File: src/core/rcdri_pkg.sv
// Contract
// controller holds reset low 200 us; rcdri_ctrl_model holds it only HOLD_CYCLES (6) sys_clk cycles after resetReq
// inputs ignored while reset low
// control registers return to defaults
// clock enables low, others float
// low power, termination off in reset
// controller keeps chip selects high before release; rcdri_ctrl_model drives them low early in midReset's reset
// controller holds clock enables low; rcdri_ctrl_model drives them high early in midReset's reset
// no forwarding until stabilization period ends
// controller drives reset to valid level
// leave reset only on release with clock
// reset assertion fully asynchronous
// clear stages, outputs float, enables low
// release synchronized, assertion asynchronous
package rcdri_pkg;
  localparam int CLK_MHZ = 100;
  localparam int STAB_US = 15;
  localparam int STAB_CYCLES = STAB_US * CLK_MHZ;
  localparam int CS_W = 4;
  localparam int CA_W = 22;
  localparam int CTL_W = 8;
  localparam logic [CTL_W-1:0] CTL_DEFAULT = 8'h00;
  localparam int CNT_W = 16;

  typedef struct packed {
    logic [CS_W-1:0] chipSelectInputs;
    logic            clockEnableInput0;
    logic            clockEnableInput1;
    logic [CA_W-1:0] cmdAddr;
  } rcdri_in_s;

  typedef struct packed {
    logic [CS_W-1:0] chipSelect;
    logic [CA_W-1:0] cmdAddr;
  } rcdri_out_s;
endpackage

File: src/core/rcdri_top.sv
`timescale 1ns/1ps
module rcdri_top #(
  parameter int STAB_CYCLES_P = rcdri_pkg::STAB_CYCLES
) (
  input  wire logic                     sys_clk,
  input  wire logic                     rst_n,
  input  wire rcdri_pkg::rcdri_in_s     regIn,
  input  wire logic                     ctlWrite,
  input  wire logic [rcdri_pkg::CTL_W-1:0] ctlData,
  output rcdri_pkg::rcdri_out_s         regOut,
  output logic                          regOutEn,
  output logic                          sideAClockEnableOut0,
  output logic                          sideAClockEnableOut1,
  output logic                          sideBClockEnableOut0,
  output logic                          sideBClockEnableOut1,
  output logic                          clockOutEn,
  output logic                          terminationEn,
  output logic                          receiverEn,
  output logic [rcdri_pkg::CTL_W-1:0]   ctlReg,
  output logic                          ready
);
  import rcdri_pkg::*;

  typedef enum logic [1:0] {RESET_ST, STAB_ST, RUN_ST} rcdri_state_e;

  function automatic logic [CNT_W-1:0] cntInc(input logic [CNT_W-1:0] value);
    return value + CNT_W'(1);
  endfunction

  // release synchronizer
  logic syncA_q, syncB_q;
  logic syncA_d, syncB_d;

  always_comb begin
    syncA_d = 1'b1;
    syncB_d = syncA_q;
  end

  always_ff @(posedge sys_clk or negedge rst_n) begin
    if (!rst_n) begin
      syncA_q <= 1'b0;
      syncB_q <= 1'b0;
    end else begin
      syncA_q <= syncA_d;
      syncB_q <= syncB_d;
    end
  end

  rcdri_state_e    state_q, state_d;
  logic [CNT_W-1:0] cnt_q, cnt_d;
  logic [CTL_W-1:0] ctl_d;
  rcdri_out_s      out_d;
  logic            outEn_d, cke_d, cke1_d, term_d, run_d;

  always_comb begin
    state_d = state_q;
    cnt_d   = cnt_q;
    ctl_d   = ctlReg;
    out_d   = regOut;
    outEn_d = 1'b0;
    cke_d   = 1'b0;
    term_d  = 1'b0;
    run_d   = 1'b0;
    cke1_d  = 1'b0;
    case (state_q)
      RESET_ST: begin
        // leave only after synchronized release
        if (syncB_q) begin
          state_d = STAB_ST;
          cnt_d   = '0;
        end
      end
      STAB_ST: begin
        outEn_d = 1'b1;
        term_d  = 1'b1;
        // hold data until stabilization ends
        if (cnt_q == CNT_W'(STAB_CYCLES_P - 1)) begin
          state_d = RUN_ST;
        end else begin
          cnt_d = cntInc(cnt_q);
        end
      end
      RUN_ST: begin
        outEn_d = 1'b1;
        term_d  = 1'b1;
        run_d   = 1'b1;
        out_d.chipSelect = regIn.chipSelectInputs;
        out_d.cmdAddr    = regIn.cmdAddr;
        cke_d   = regIn.clockEnableInput0;
        cke1_d  = regIn.clockEnableInput1;
        if (ctlWrite && (&regIn.chipSelectInputs == 1'b0)) begin
          ctl_d = ctlData;
        end
      end
      default: state_d = RESET_ST;
    endcase
  end

  // asynchronous entry into reset
  // reset outputs and state
  always_ff @(posedge sys_clk or negedge rst_n) begin
    if (!rst_n) begin
      state_q              <= RESET_ST;
      cnt_q                <= '0;
      ctlReg               <= CTL_DEFAULT;
      regOut               <= '1;
      regOutEn             <= 1'b0;
      sideAClockEnableOut0 <= 1'b0;
      sideAClockEnableOut1 <= 1'b0;
      sideBClockEnableOut0 <= 1'b0;
      sideBClockEnableOut1 <= 1'b0;
      clockOutEn           <= 1'b0;
      terminationEn        <= 1'b0;
      receiverEn           <= 1'b0;
      ready                <= 1'b0;
    end else begin
      state_q              <= state_d;
      cnt_q                <= cnt_d;
      ctlReg               <= ctl_d;
      regOut               <= out_d;
      regOutEn             <= outEn_d;
      sideAClockEnableOut0 <= cke_d;
      sideAClockEnableOut1 <= cke1_d;
      sideBClockEnableOut0 <= cke_d;
      sideBClockEnableOut1 <= cke1_d;
      clockOutEn           <= outEn_d;
      terminationEn        <= term_d;
      receiverEn           <= term_d;
      ready                <= run_d;
    end
  end

  // helper: cycles since release seen
  logic [CNT_W-1:0] relCnt_q, relCnt_d;

  always_comb begin
    relCnt_d = relCnt_q;
    if (syncB_q && relCnt_q != '1) begin
      relCnt_d = cntInc(relCnt_q);
    end
  end

  always_ff @(posedge sys_clk or negedge rst_n) begin
    if (!rst_n) begin
      relCnt_q <= '0;
    end else begin
      relCnt_q <= relCnt_d;
    end
  end
endmodule // rcdri_top

File: config.mk
export PLATFORM = sky130hd
export DESIGN_NAME = rcdri_top
export DESIGN_NICKNAME = d
export VERILOG_FILES = /design/src/core/rcdri_pkg.sv /design/src/core/rcdri_top.sv
export SDC_FILE = /design/constraint.sdc
export NUM_CORES = 1
export LEC_CHECK = 0
export BUFFER_PORTS_ARGS = -buffer_cell sky130_fd_sc_hd__buf_2
export CAP_MARGIN = 10
export CELL_PAD_IN_SITES_DETAIL_PLACEMENT = 0
export CELL_PAD_IN_SITES_GLOBAL_PLACEMENT = 1
export CORE_ASPECT_RATIO = 1.5
export CORE_UTILIZATION = 30
export CTS_BUF_LIST = sky130_fd_sc_hd__clkbuf_16
export CTS_CLUSTER_SIZE = 14
export DETAILED_ROUTE_END_ITERATION = 10
export GPL_ROUTABILITY_DRIVEN = 0
export MAX_ROUTING_LAYER = met4
export PLACE_DENSITY_LB_ADDON = 0.1
export SLEW_MARGIN = 30
export SYNTH_ARGS = -nofsm -noshare
export SYNTH_HDL_FRONTEND = slang
export SYNTH_SLANG_ARGS = --single-unit
File: constraint.sdc
create_clock -name sys_clk -period 2.4 [get_ports sys_clk]
set_clock_uncertainty 0.2 [all_clocks]
set_input_delay 0.36 -clock sys_clk [delete_from_list [all_inputs] [get_ports sys_clk]]
set_output_delay 0.36 -clock sys_clk [all_outputs]
set_load 0.05 [all_outputs]
==> flow_summary.ini, run 1 <==
[synthesis]
sequential_area_share_after_synthesis_pct = 55.5
synth.avg_cell_area_um2 = 12.7
synth_top_area_share_pct = 30.0
synth_edf_count = 0
netlist_top_cells_area = sky130_fd_sc_hd__dfrtp_1, sky130_fd_sc_hd__dfstp_2, sky130_fd_sc_hd__mux2_2, sky130_fd_sc_hd__o31ai_1, sky130_fd_sc_hd__ha_1
count_of_cell_types_in_the_netlist = 39
synth_flop_cell = sky130_fd_sc_hd__dfrtp_1
syn-cell-area_mm2 = 0.00267
synth.yosys.warnings = 0
yosys.area.top_type = sky130_fd_sc_hd__dfrtp_1
yosys_register_bits = 58
netlist_instances = 211
ys_async_sr_fraction_pct = 100
synth.net_count = 255

[floorplanning]
placement_rows = 41
ios = 82
fp.dieH_um = 118
placeableCoreArea_mm2 = 0.00852
floorplan.initialDensity_pct = 31.4
die_width_um = 79.1
die-area_mm2 = 0.00930

[cells_and_area]
design.final.nets = 342
drive_gt1_share_pct = 55.4
fillerInstances = 860
combined_area_of_the_multi_input_logic_cells_mm2 = 0.00107
diodes = 0
syn2layout_area_growth_pct = 30.2
fin_util_pct = 40.9
regArea_mm2 = 0.00148
final_design_area_no_fill_mm2 = 0.00348

[worst_setup_path]
cp_data_arrival_time_ns = 2.13
r2r_end = cnt_q[15]
worstPathMaxFanout = 8
cp_data_required_time_ns = 2.41
timing.critical_path.to = cnt_q[15]
critPathLaunchType = flip-flop
setup.reg_to_reg.worst_slack_ns = 0.28
crit_start = cnt_q[0]
critPathCaptureType = flip-flop
crit_type = flip-flop to flip-flop
timing.reg2reg.worst_path_depth = 5
worst_reg2reg_path_startpoint = cnt_q[0]

[timing]
max-slew-margin-rel_pct = 64.2
period_needed_ns = 2.12
count_of_final_hold_check_violations = 0
setup_slack_ns = 0.278
totalNegativeSetupSlack_ns = 0
fin_crit_sh_pct = 88.4
unrepaired_setup_endpoints_after_global_routing = false
number_of_pins_with_negative_max_slew_slack_in_the_final_report = 0
worst_pin_slew_ns = 0.537
max_freq_ghz = 0.471
setup-violations-final = 0

[run_status]
run_status = finished clean

[drt]
via_per_inst = 4.85
number_of_detailed_routing_iterations_run_before_antenna_repair = 4
drt-total-wl_um = 6260
wl_per_cell_um = 15.3
drtAntennaViolNets = 0
vias = 1988
drt_iter0_markers = 138
drt_drc_violations_left = 0

[global_route]
grt_antenna_before_repair = 0
track_usage_pct = 15.6
grt_pass1_wl_um = 10700
largest_net_degree_at_the_start_of_global_routing = 30
grt.overflow.total = 0
number_of_global_route_vias_before_repair = 2113

[placement]
numPortBuffers = 81
post-place-ws_ns = 0.280
detailed_place.area_mm2 = 0.00321
dpl.hpwl_um = 4560

[clock_network]
clkSinkCount = 58
maximum_buffer_depth_of_the_clock_tree = 2
post_cts_resized = 0
cts-root-buf = sky130_fd_sc_hd__clkbuf_16
cts_setup_buffers = 0
clkLatencyLatePin_ns = 0.32
cts.reportedPaths.clkPinSlew_ns = 0.05
cts_tree = done
htreeDepth = 3
cts_hold_buf = 1
number_of_buffers_created_by_cts = 9

[pwr]
p_total_mw = 2.83
leakage_power_nw = 1.68
power_per_cell_area_mw_per_mm2 = 812
ir_drop_v = 0.000345

[flow_run]
max-cap-violations = 0

[min_path]
holdCritStartpoint = regIn[23]
timing.hold.worst_path_depth = 2
hp-class = input pin to flip-flop
==> synth_stat cells, drive strengths merged, types with 3 or more instances <==
library cell,instances
mux2,35
dfrtp,32
dfstp,26
o31ai,14
buf,11
o21ai,11
nand2,10
inv,6
nand3,6
clkbuf,5
ha,5
and2,4
nand2b,4
nand4,4
o41ai,4
o21a,3
o31a,3
or4,3
==> placed cells by master, fill, tap and decap left out, drive strengths merged, types with 5 or more instances in the layout <==
cell	n
buf	91
mux2	35
dfrtp	32
dfstp	26
o31ai	14
o21ai	11
nand2	10
clkbuf	9
inv	7
nand3	6
ha	5
==> worst max-delay path, cell delays in order (launching register included) <==
cell	delay (ns)
sky130_fd_sc_hd__dfrtp_1	0.43
sky130_fd_sc_hd__ha_1	0.28
sky130_fd_sc_hd__and4bb_1	0.23
sky130_fd_sc_hd__and4_1	0.28
sky130_fd_sc_hd__or2_4	0.29
sky130_fd_sc_hd__a211o_1	0.29
==> worst min-delay path by stage <==
stage	endpoint	slack, ns
finish	sideBClockEnableOut0	0.05
detailed placement	syncB_q	0.14
global placement	syncB_q	0.13
CTS	sideBClockEnableOut0	0.04
global route	sideBClockEnableOut0	0.05
floorplan	cnt_q[0]	-0.14
==> per-layer routing <==
layer  global-route usage [%]  wire length [µm]
met5                        -                 0
met4                     7.84                44
met3                     3.26               374
met2                     26.1              3290
met1                     17.2              2560
==> per-stage QoR <==
| stage | hold slack (ns) | cells |
|---|---|---|
| after CTS | 0.0417 | 410 |
| after global placement | 0.133 | 393 |
| final | 0.0515 | 410 |
| after floorplan | -0.136 | 211 |
| after global routing | 0.0513 | 410 |
| after detailed placement | 0.136 | 393 |
==> area by class of cell <==
type / instances / share of cell area, %
clock buffer: 9 / 6.47
clock inverter: 7 / 1.08
inverter: 6 / 0.647
multi-input combinational: 131 / 30.9
sequential: 58 / 42.6
tap: 107 / 3.85
timing repair buffer: 92 / 14.5
==> cells by family (layout without fill, tap and decap cells) <==
| logic type | Yosys count | count (layout) | synth area share [%] |
|---|---|---|---|
| AO/OA/AOI/OAI | 43 | 43 | 11.8 |
| adder cells (fa/ha/maj) | 5 | 5 | 2.34 |
| buffers and inverters | 22 | 114 | 4.31 |
| flip-flops | 58 | 58 | 55.5 |
| multiplexers | 36 | 36 | 15.1 |
| other | 1 | 1 | 0.140 |
| AND/OR/NAND/NOR | 46 | 46 | 10.7 |
==> state kept, by name, summed over array words and instances, names as in the netlist <==
signal                flops
syncA_q                   1
syncB_q                   1
receiverEn                1
regOut                   26
sideBClockEnableOut0      1
cnt_q                    16
state_q                   2
ctlReg                    8
ready                     1
sideBClockEnableOut1      1
==> where the power goes <==
group | leakage (nW) | total (mW) | internal, mW | switching [mW]
Sequential | 0.703 | 1.08 | 1.03 | 0.0523
Combinational | 0.844 | 0.634 | 0.217 | 0.417
Clock | 0.130 | 1.11 | 0.683 | 0.431
No activity file was read; power rests on OpenSTA's default activity.
==> run 2, diff against run 1 <==
--- a/config.mk
+++ b/config.mk
@@ -5,6 +5,7 @@
 export SDC_FILE = /design/constraint.sdc
 export NUM_CORES = 1
 export LEC_CHECK = 0
+export ABC_CLOCK_PERIOD_IN_PS = 2400
 export BUFFER_PORTS_ARGS = -buffer_cell sky130_fd_sc_hd__buf_2
 export CAP_MARGIN = 10
 export CELL_PAD_IN_SITES_DETAIL_PLACEMENT = 0
@@ -15,8 +16,8 @@
 export CTS_CLUSTER_SIZE = 14
 export DETAILED_ROUTE_END_ITERATION = 10
 export GPL_ROUTABILITY_DRIVEN = 0
-export MAX_ROUTING_LAYER = met4
 export PLACE_DENSITY_LB_ADDON = 0.1
+export RECOVER_POWER = 50
 export SLEW_MARGIN = 30
 export SYNTH_ARGS = -nofsm -noshare
 export SYNTH_HDL_FRONTEND = slang
==> flow_summary.ini, run 2 (synthesis results as in run 1) <==
[run_status]
run_status = finished clean

[floorplanning]
placement_rows = 41
die_width_um = 79.1
placeableCoreArea_mm2 = 0.00852
fp.dieH_um = 118
ios = 82
die-area_mm2 = 0.00930
floorplan.initialDensity_pct = 31.4

[clock_network]
cts.reportedPaths.clkPinSlew_ns = 0.05
clkLatencyLatePin_ns = 0.32
post_cts_resized = 0
cts_tree = done
maximum_buffer_depth_of_the_clock_tree = 2
cts-root-buf = sky130_fd_sc_hd__clkbuf_16
htreeDepth = 3
number_of_buffers_created_by_cts = 9
clkSinkCount = 58

[drt]
wl_per_cell_um = 15.2
drt_drc_violations_left = 0
number_of_detailed_routing_iterations_run_before_antenna_repair = 4
drt_iter0_markers = 106
drtAntennaViolNets = 0
vias = 1990
drt-total-wl_um = 6240
via_per_inst = 4.85

[timing]
count_of_final_hold_check_violations = 0
unrepaired_setup_endpoints_after_global_routing = false
worst_pin_slew_ns = 1.31
period_needed_ns = 2.12
fin_crit_sh_pct = 88.4
max-slew-margin-rel_pct = 12.9
max_freq_ghz = 0.472
totalNegativeSetupSlack_ns = 0
setup-violations-final = 0
number_of_pins_with_negative_max_slew_slack_in_the_final_report = 0

[worst_setup_path]
worstPathBufferInverterCount = 0
critPathCaptureType = flip-flop
worstPathMaxFanout = 8
cp_data_arrival_time_ns = 2.13
cp_data_required_time_ns = 2.41
critical-path-max-stage-delay_ns = 0.43
timing.critical_path.max_delay_family = simple AND/OR/NAND/NOR gates
critical_path.slowest_cell = sky130_fd_sc_hd__dfrtp_1
critPathLaunchType = flip-flop
timing.critical_path.cells = ha_1, and4bb_1, and4_1, or2_4, a211o_1
crit_type = flip-flop to flip-flop

[placement]
detailed_place.area_mm2 = 0.00321
numPortBuffers = 81
dpl.hpwl_um = 4560

[global_route]
track_usage_pct = 15.2
grt.overflow.total = 0
largest_net_degree_at_the_start_of_global_routing = 30
grt_pass1_wl_um = 10700
grt_antenna_before_repair = 0
number_of_global_route_vias_before_repair = 2120

[cells_and_area]
fillerInstances = 866
layout_commonest_cell = sky130_fd_sc_hd__buf_2
design.final.nets = 342
largest_register_ffs = 26
final_design_area_no_fill_mm2 = 0.00345
reg.largest.list = regOut (26), cnt_q (16), ctlReg (8)
fin_util_pct = 40.6
drive_gt1_share_pct = 49.5
registers.top_by_ff_count = regOut
layout_common_cells = sky130_fd_sc_hd__buf_2, sky130_fd_sc_hd__mux2_2, sky130_fd_sc_hd__dfrtp_1, sky130_fd_sc_hd__dfstp_2, sky130_fd_sc_hd__clkbuf_1
diodes = 0
syn2layout_area_growth_pct = 29.3

[pwr]
power.combinational.fraction_pct = 22.1
share_clk_of_total_power_pct = 39.6
leakage_power_nw = 1.61
ir_drop_v = 0.000350
p_total_mw = 2.82
sequentialPowerShare_pct = 38.3
power_per_cell_area_mw_per_mm2 = 816
switching_share_pct = 32.0
internal-power_mw = 1.92
netSwitchingPower_uw = 903

[min_path]
hp-class = input pin to flip-flop

[flow_run]
max-cap-violations = 0
-- run 2: changes by cell type in the layout (fill, tap and decap cells not counted), sizes merged --
cell / previous run / this run
buf: 91 / 72
clkbuf: 9 / 28
-- run 2: through the flow --
stage               hold slack (ns)  worst slack (ns)  cells
finish                       0.0516             0.280    410
global route                 0.0483             0.169    410
CTS                          0.0417             0.263    410
detailed placement            0.136             0.280    393
global placement              0.133             0.289    393
floorplan                    -0.136             0.440    211
-- run 2: power groups by stage --
| stage | Combinational, mW | Clock [mW] | Sequential [mW] |
|---|---|---|---|
| finish | 0.623 | 1.12 | 1.08 |
| global route | 0.685 | 1.21 | 1.09 |
| CTS | 0.647 | 1.16 | 1.08 |
| detailed placement | 0.643 | 0 | 1.09 |
| global placement | 0.648 | 0 | 1.09 |
| floorplan | 0.439 | 0 | 1.11 |
-- run 2: timing repair --
action / in CTS / in global routing
endpoints found under the setup margin: 0 / 0
setup buffers: 0 / 0
endpoints found under the hold margin: 13 / 0
hold buffers: 1 / 0
-- run 2: worst paths after layout --
check | start | endpoint | slack [ns] | cells past startpoint
max reg2reg | cnt_q[0] | cnt_q[15] | 0.28 | 5
min reg2reg | syncA_q | syncB_q | 0.15 | 0
max in group asynchronous | rst_n | ctlReg[1] | 0.43 | 3
min in group asynchronous | rst_n | ctlReg[5] | 0.66 | 2
max | cnt_q[0] | cnt_q[15] | 0.28 | 5
min | regIn[23] | sideBClockEnableOut0 | 0.05 | 2
-- run 2: worst register-to-register path, stage by stage, from the launching register on --
cell                       delay, ns
sky130_fd_sc_hd__dfrtp_1        0.43
sky130_fd_sc_hd__ha_1           0.28
sky130_fd_sc_hd__and4bb_1       0.23
sky130_fd_sc_hd__and4_1         0.28
sky130_fd_sc_hd__or2_4          0.29
sky130_fd_sc_hd__a211o_1        0.29
-- run 2: area by class of cell --
class,instances,area (µm²),share of cell area [%]
timing repair buffer,92,478,13.8
inverter,6,22.5,0.652
multi-input combinational,131,1070,31.1
tap,107,134,3.88
clock inverter,7,37.5,1.09
sequential,58,1480,43.0
clock buffer,9,225,6.52
-- run 2: per-layer routing --
| layer | wire, µm | GRT usage, % |
|---|---|---|
| met1 | 2590 | 16.9 |
| met2 | 3180 | 26.2 |
| met3 | 341 | 4.19 |
| met4 | 129 | 6.82 |
| met5 | 0 | 0 |
==> run 3, diff against run 2 <==
--- a/config.mk
+++ b/config.mk
@@ -17,7 +17,7 @@
 export DETAILED_ROUTE_END_ITERATION = 10
 export GPL_ROUTABILITY_DRIVEN = 0
 export PLACE_DENSITY_LB_ADDON = 0.1
-export RECOVER_POWER = 50
+export RECOVER_POWER = 100
 export SLEW_MARGIN = 30
 export SYNTH_ARGS = -nofsm -noshare
 export SYNTH_HDL_FRONTEND = slang
==> flow_summary.ini, run 3 (synthesis results as in run 1) <==
[floorplanning]
placeableCoreArea_mm2 = 0.00852
floorplan.initialDensity_pct = 31.4
fp.dieH_um = 118
placement_rows = 41
die-area_mm2 = 0.00930
ios = 82
die_width_um = 79.1

[placement]
dpl.hpwl_um = 4560
numPortBuffers = 81
post-place-ws_ns = 0.280

[drt]
vias = 1997
drtAntennaViolNets = 0
via_per_inst = 4.87
drt_iter0_markers = 108
drt-total-wl_um = 6320
number_of_detailed_routing_iterations_run_before_antenna_repair = 4
wl_per_cell_um = 15.4
drt_drc_violations_left = 0

[pwr]
ir_drop_v = 0.000347
power_per_cell_area_mw_per_mm2 = 823
leakage_power_nw = 1.48
p_total_mw = 2.81

[worst_setup_path]
r2r_end = cnt_q[7]
timing.critical_path.to = cnt_q[7]
critPathCaptureType = flip-flop
setup.reg_to_reg.worst_slack_ns = 0.29
cp_data_arrival_time_ns = 2.11
cp_data_required_time_ns = 2.40
critPathLaunchType = flip-flop
crit_type = flip-flop to flip-flop
timing.reg2reg.worst_path_depth = 6
worstPathMaxFanout = 8
crit_start = cnt_q[0]
worst_reg2reg_path_startpoint = cnt_q[0]

[cells_and_area]
design.final.nets = 342
fillerInstances = 885
syn2layout_area_growth_pct = 27.7
drive_gt1_share_pct = 40.6
layout_common_cells = sky130_fd_sc_hd__clkbuf_1, sky130_fd_sc_hd__buf_2, sky130_fd_sc_hd__mux2_2, sky130_fd_sc_hd__dfrtp_1, sky130_fd_sc_hd__dfstp_2
registers.top_by_ff_count = regOut
reg.largest.list = regOut (26), cnt_q (16), ctlReg (8)
diodes = 0
largest_register_ffs = 26
layout_commonest_cell = sky130_fd_sc_hd__clkbuf_1

[clock_network]
clkSinkCount = 58
clkLatencyLatePin_ns = 0.32
cts.reportedPaths.clkPinSlew_ns = 0.05
maximum_buffer_depth_of_the_clock_tree = 2
cts_tree = done
cts-root-buf = sky130_fd_sc_hd__clkbuf_16
number_of_buffers_created_by_cts = 9
htreeDepth = 3

[timing]
fin_crit_sh_pct = 88.1
totalNegativeSetupSlack_ns = 0
period_needed_ns = 2.11
max-slew-margin-rel_pct = 14.2
count_of_final_hold_check_violations = 0
unrepaired_setup_endpoints_after_global_routing = false
max_freq_ghz = 0.473
worst_pin_slew_ns = 1.29
number_of_pins_with_negative_max_slew_slack_in_the_final_report = 0
setup-violations-final = 0
setup_slack_ns = 0.285

[global_route]
grt.overflow.total = 0
largest_net_degree_at_the_start_of_global_routing = 30
grt_antenna_before_repair = 0
number_of_global_route_vias_before_repair = 2120
track_usage_pct = 15.2
grt_pass1_wl_um = 10700

[run_status]
run_status = finished clean

[min_path]
hp-class = input pin to flip-flop

[flow_run]
max-cap-violations = 0
==> run 3: routing by layer <==
| layer | up-vias | wire [µm] | GRT usage [%] |
|---|---|---|---|
| met3 | 6 | 388 | 4.19 |
| met2 | 74 | 3190 | 26.2 |
| met4 | 0 | 89 | 6.82 |
| met5 | - | 0 | 0 |
| met1 | 961 | 2660 | 16.9 |
| li1 | 956 | - | - |
==> run 3: layout make-up <==
cell class              count  area [µm²]  share of cell area, %
flip-flops and latches     58        1480                   43.5
clock inverters             7        37.5                   1.10
repair buffers             92         437                   12.8
well taps                 107         134                   3.92
clock buffers               9         225                   6.60
inverters                   6        22.5                  0.660
multi-input cells         131        1070                   31.5
==> run 3: what timing repair did <==
action                     CTS  global route
gates resized for setup      0             0
hold endpoints to repair    13             0
setup endpoints to repair    0             0
setup buffers                0             0
hold buffers                 1             0
==> run 3: metrics by stage <==
stage	util (%)	instance area (µm²)	instances	hold slack, ns
2_1_floorplan	-	2670	211	-0.136
3_3_place_gp	37.7	3210	393	0.133
3_5_place_dp	37.7	3210	393	0.136
4_1_cts	40.9	3480	410	0.0417
5_1_grt	40.1	3410	410	0.0483
6_report	40.1	3410	410	0.0528
==> run 3: how the worst min path moves through the flow <==
stage | start | endpoint | slack, ns | cells after the start
3_5_place_dp | syncA_q | syncB_q | 0.14 | 0
2_1_floorplan | rst_n | cnt_q[0] | -0.14 | 0
6_report | regIn[23] | sideBClockEnableOut0 | 0.05 | 2
5_1_grt | regIn[23] | sideBClockEnableOut0 | 0.05 | 2
3_3_place_gp | syncA_q | syncB_q | 0.13 | 0
4_1_cts | regIn[23] | sideBClockEnableOut0 | 0.04 | 2
==> run 3: critical path: stages, from the launching register on <==
cell                       delay (ns)
sky130_fd_sc_hd__dfrtp_1         0.42
sky130_fd_sc_hd__ha_1            0.28
sky130_fd_sc_hd__and4bb_1        0.23
sky130_fd_sc_hd__and4_1          0.28
sky130_fd_sc_hd__clkbuf_2        0.21
sky130_fd_sc_hd__o31ai_1         0.26
sky130_fd_sc_hd__o41ai_1         0.11
==> run 3: power breakdown <==
part,internal (mW),switching (mW)
Clock,0.683,0.432
Sequential,1.03,0.0532
Combinational,0.199,0.416
Total,1.91,0.901
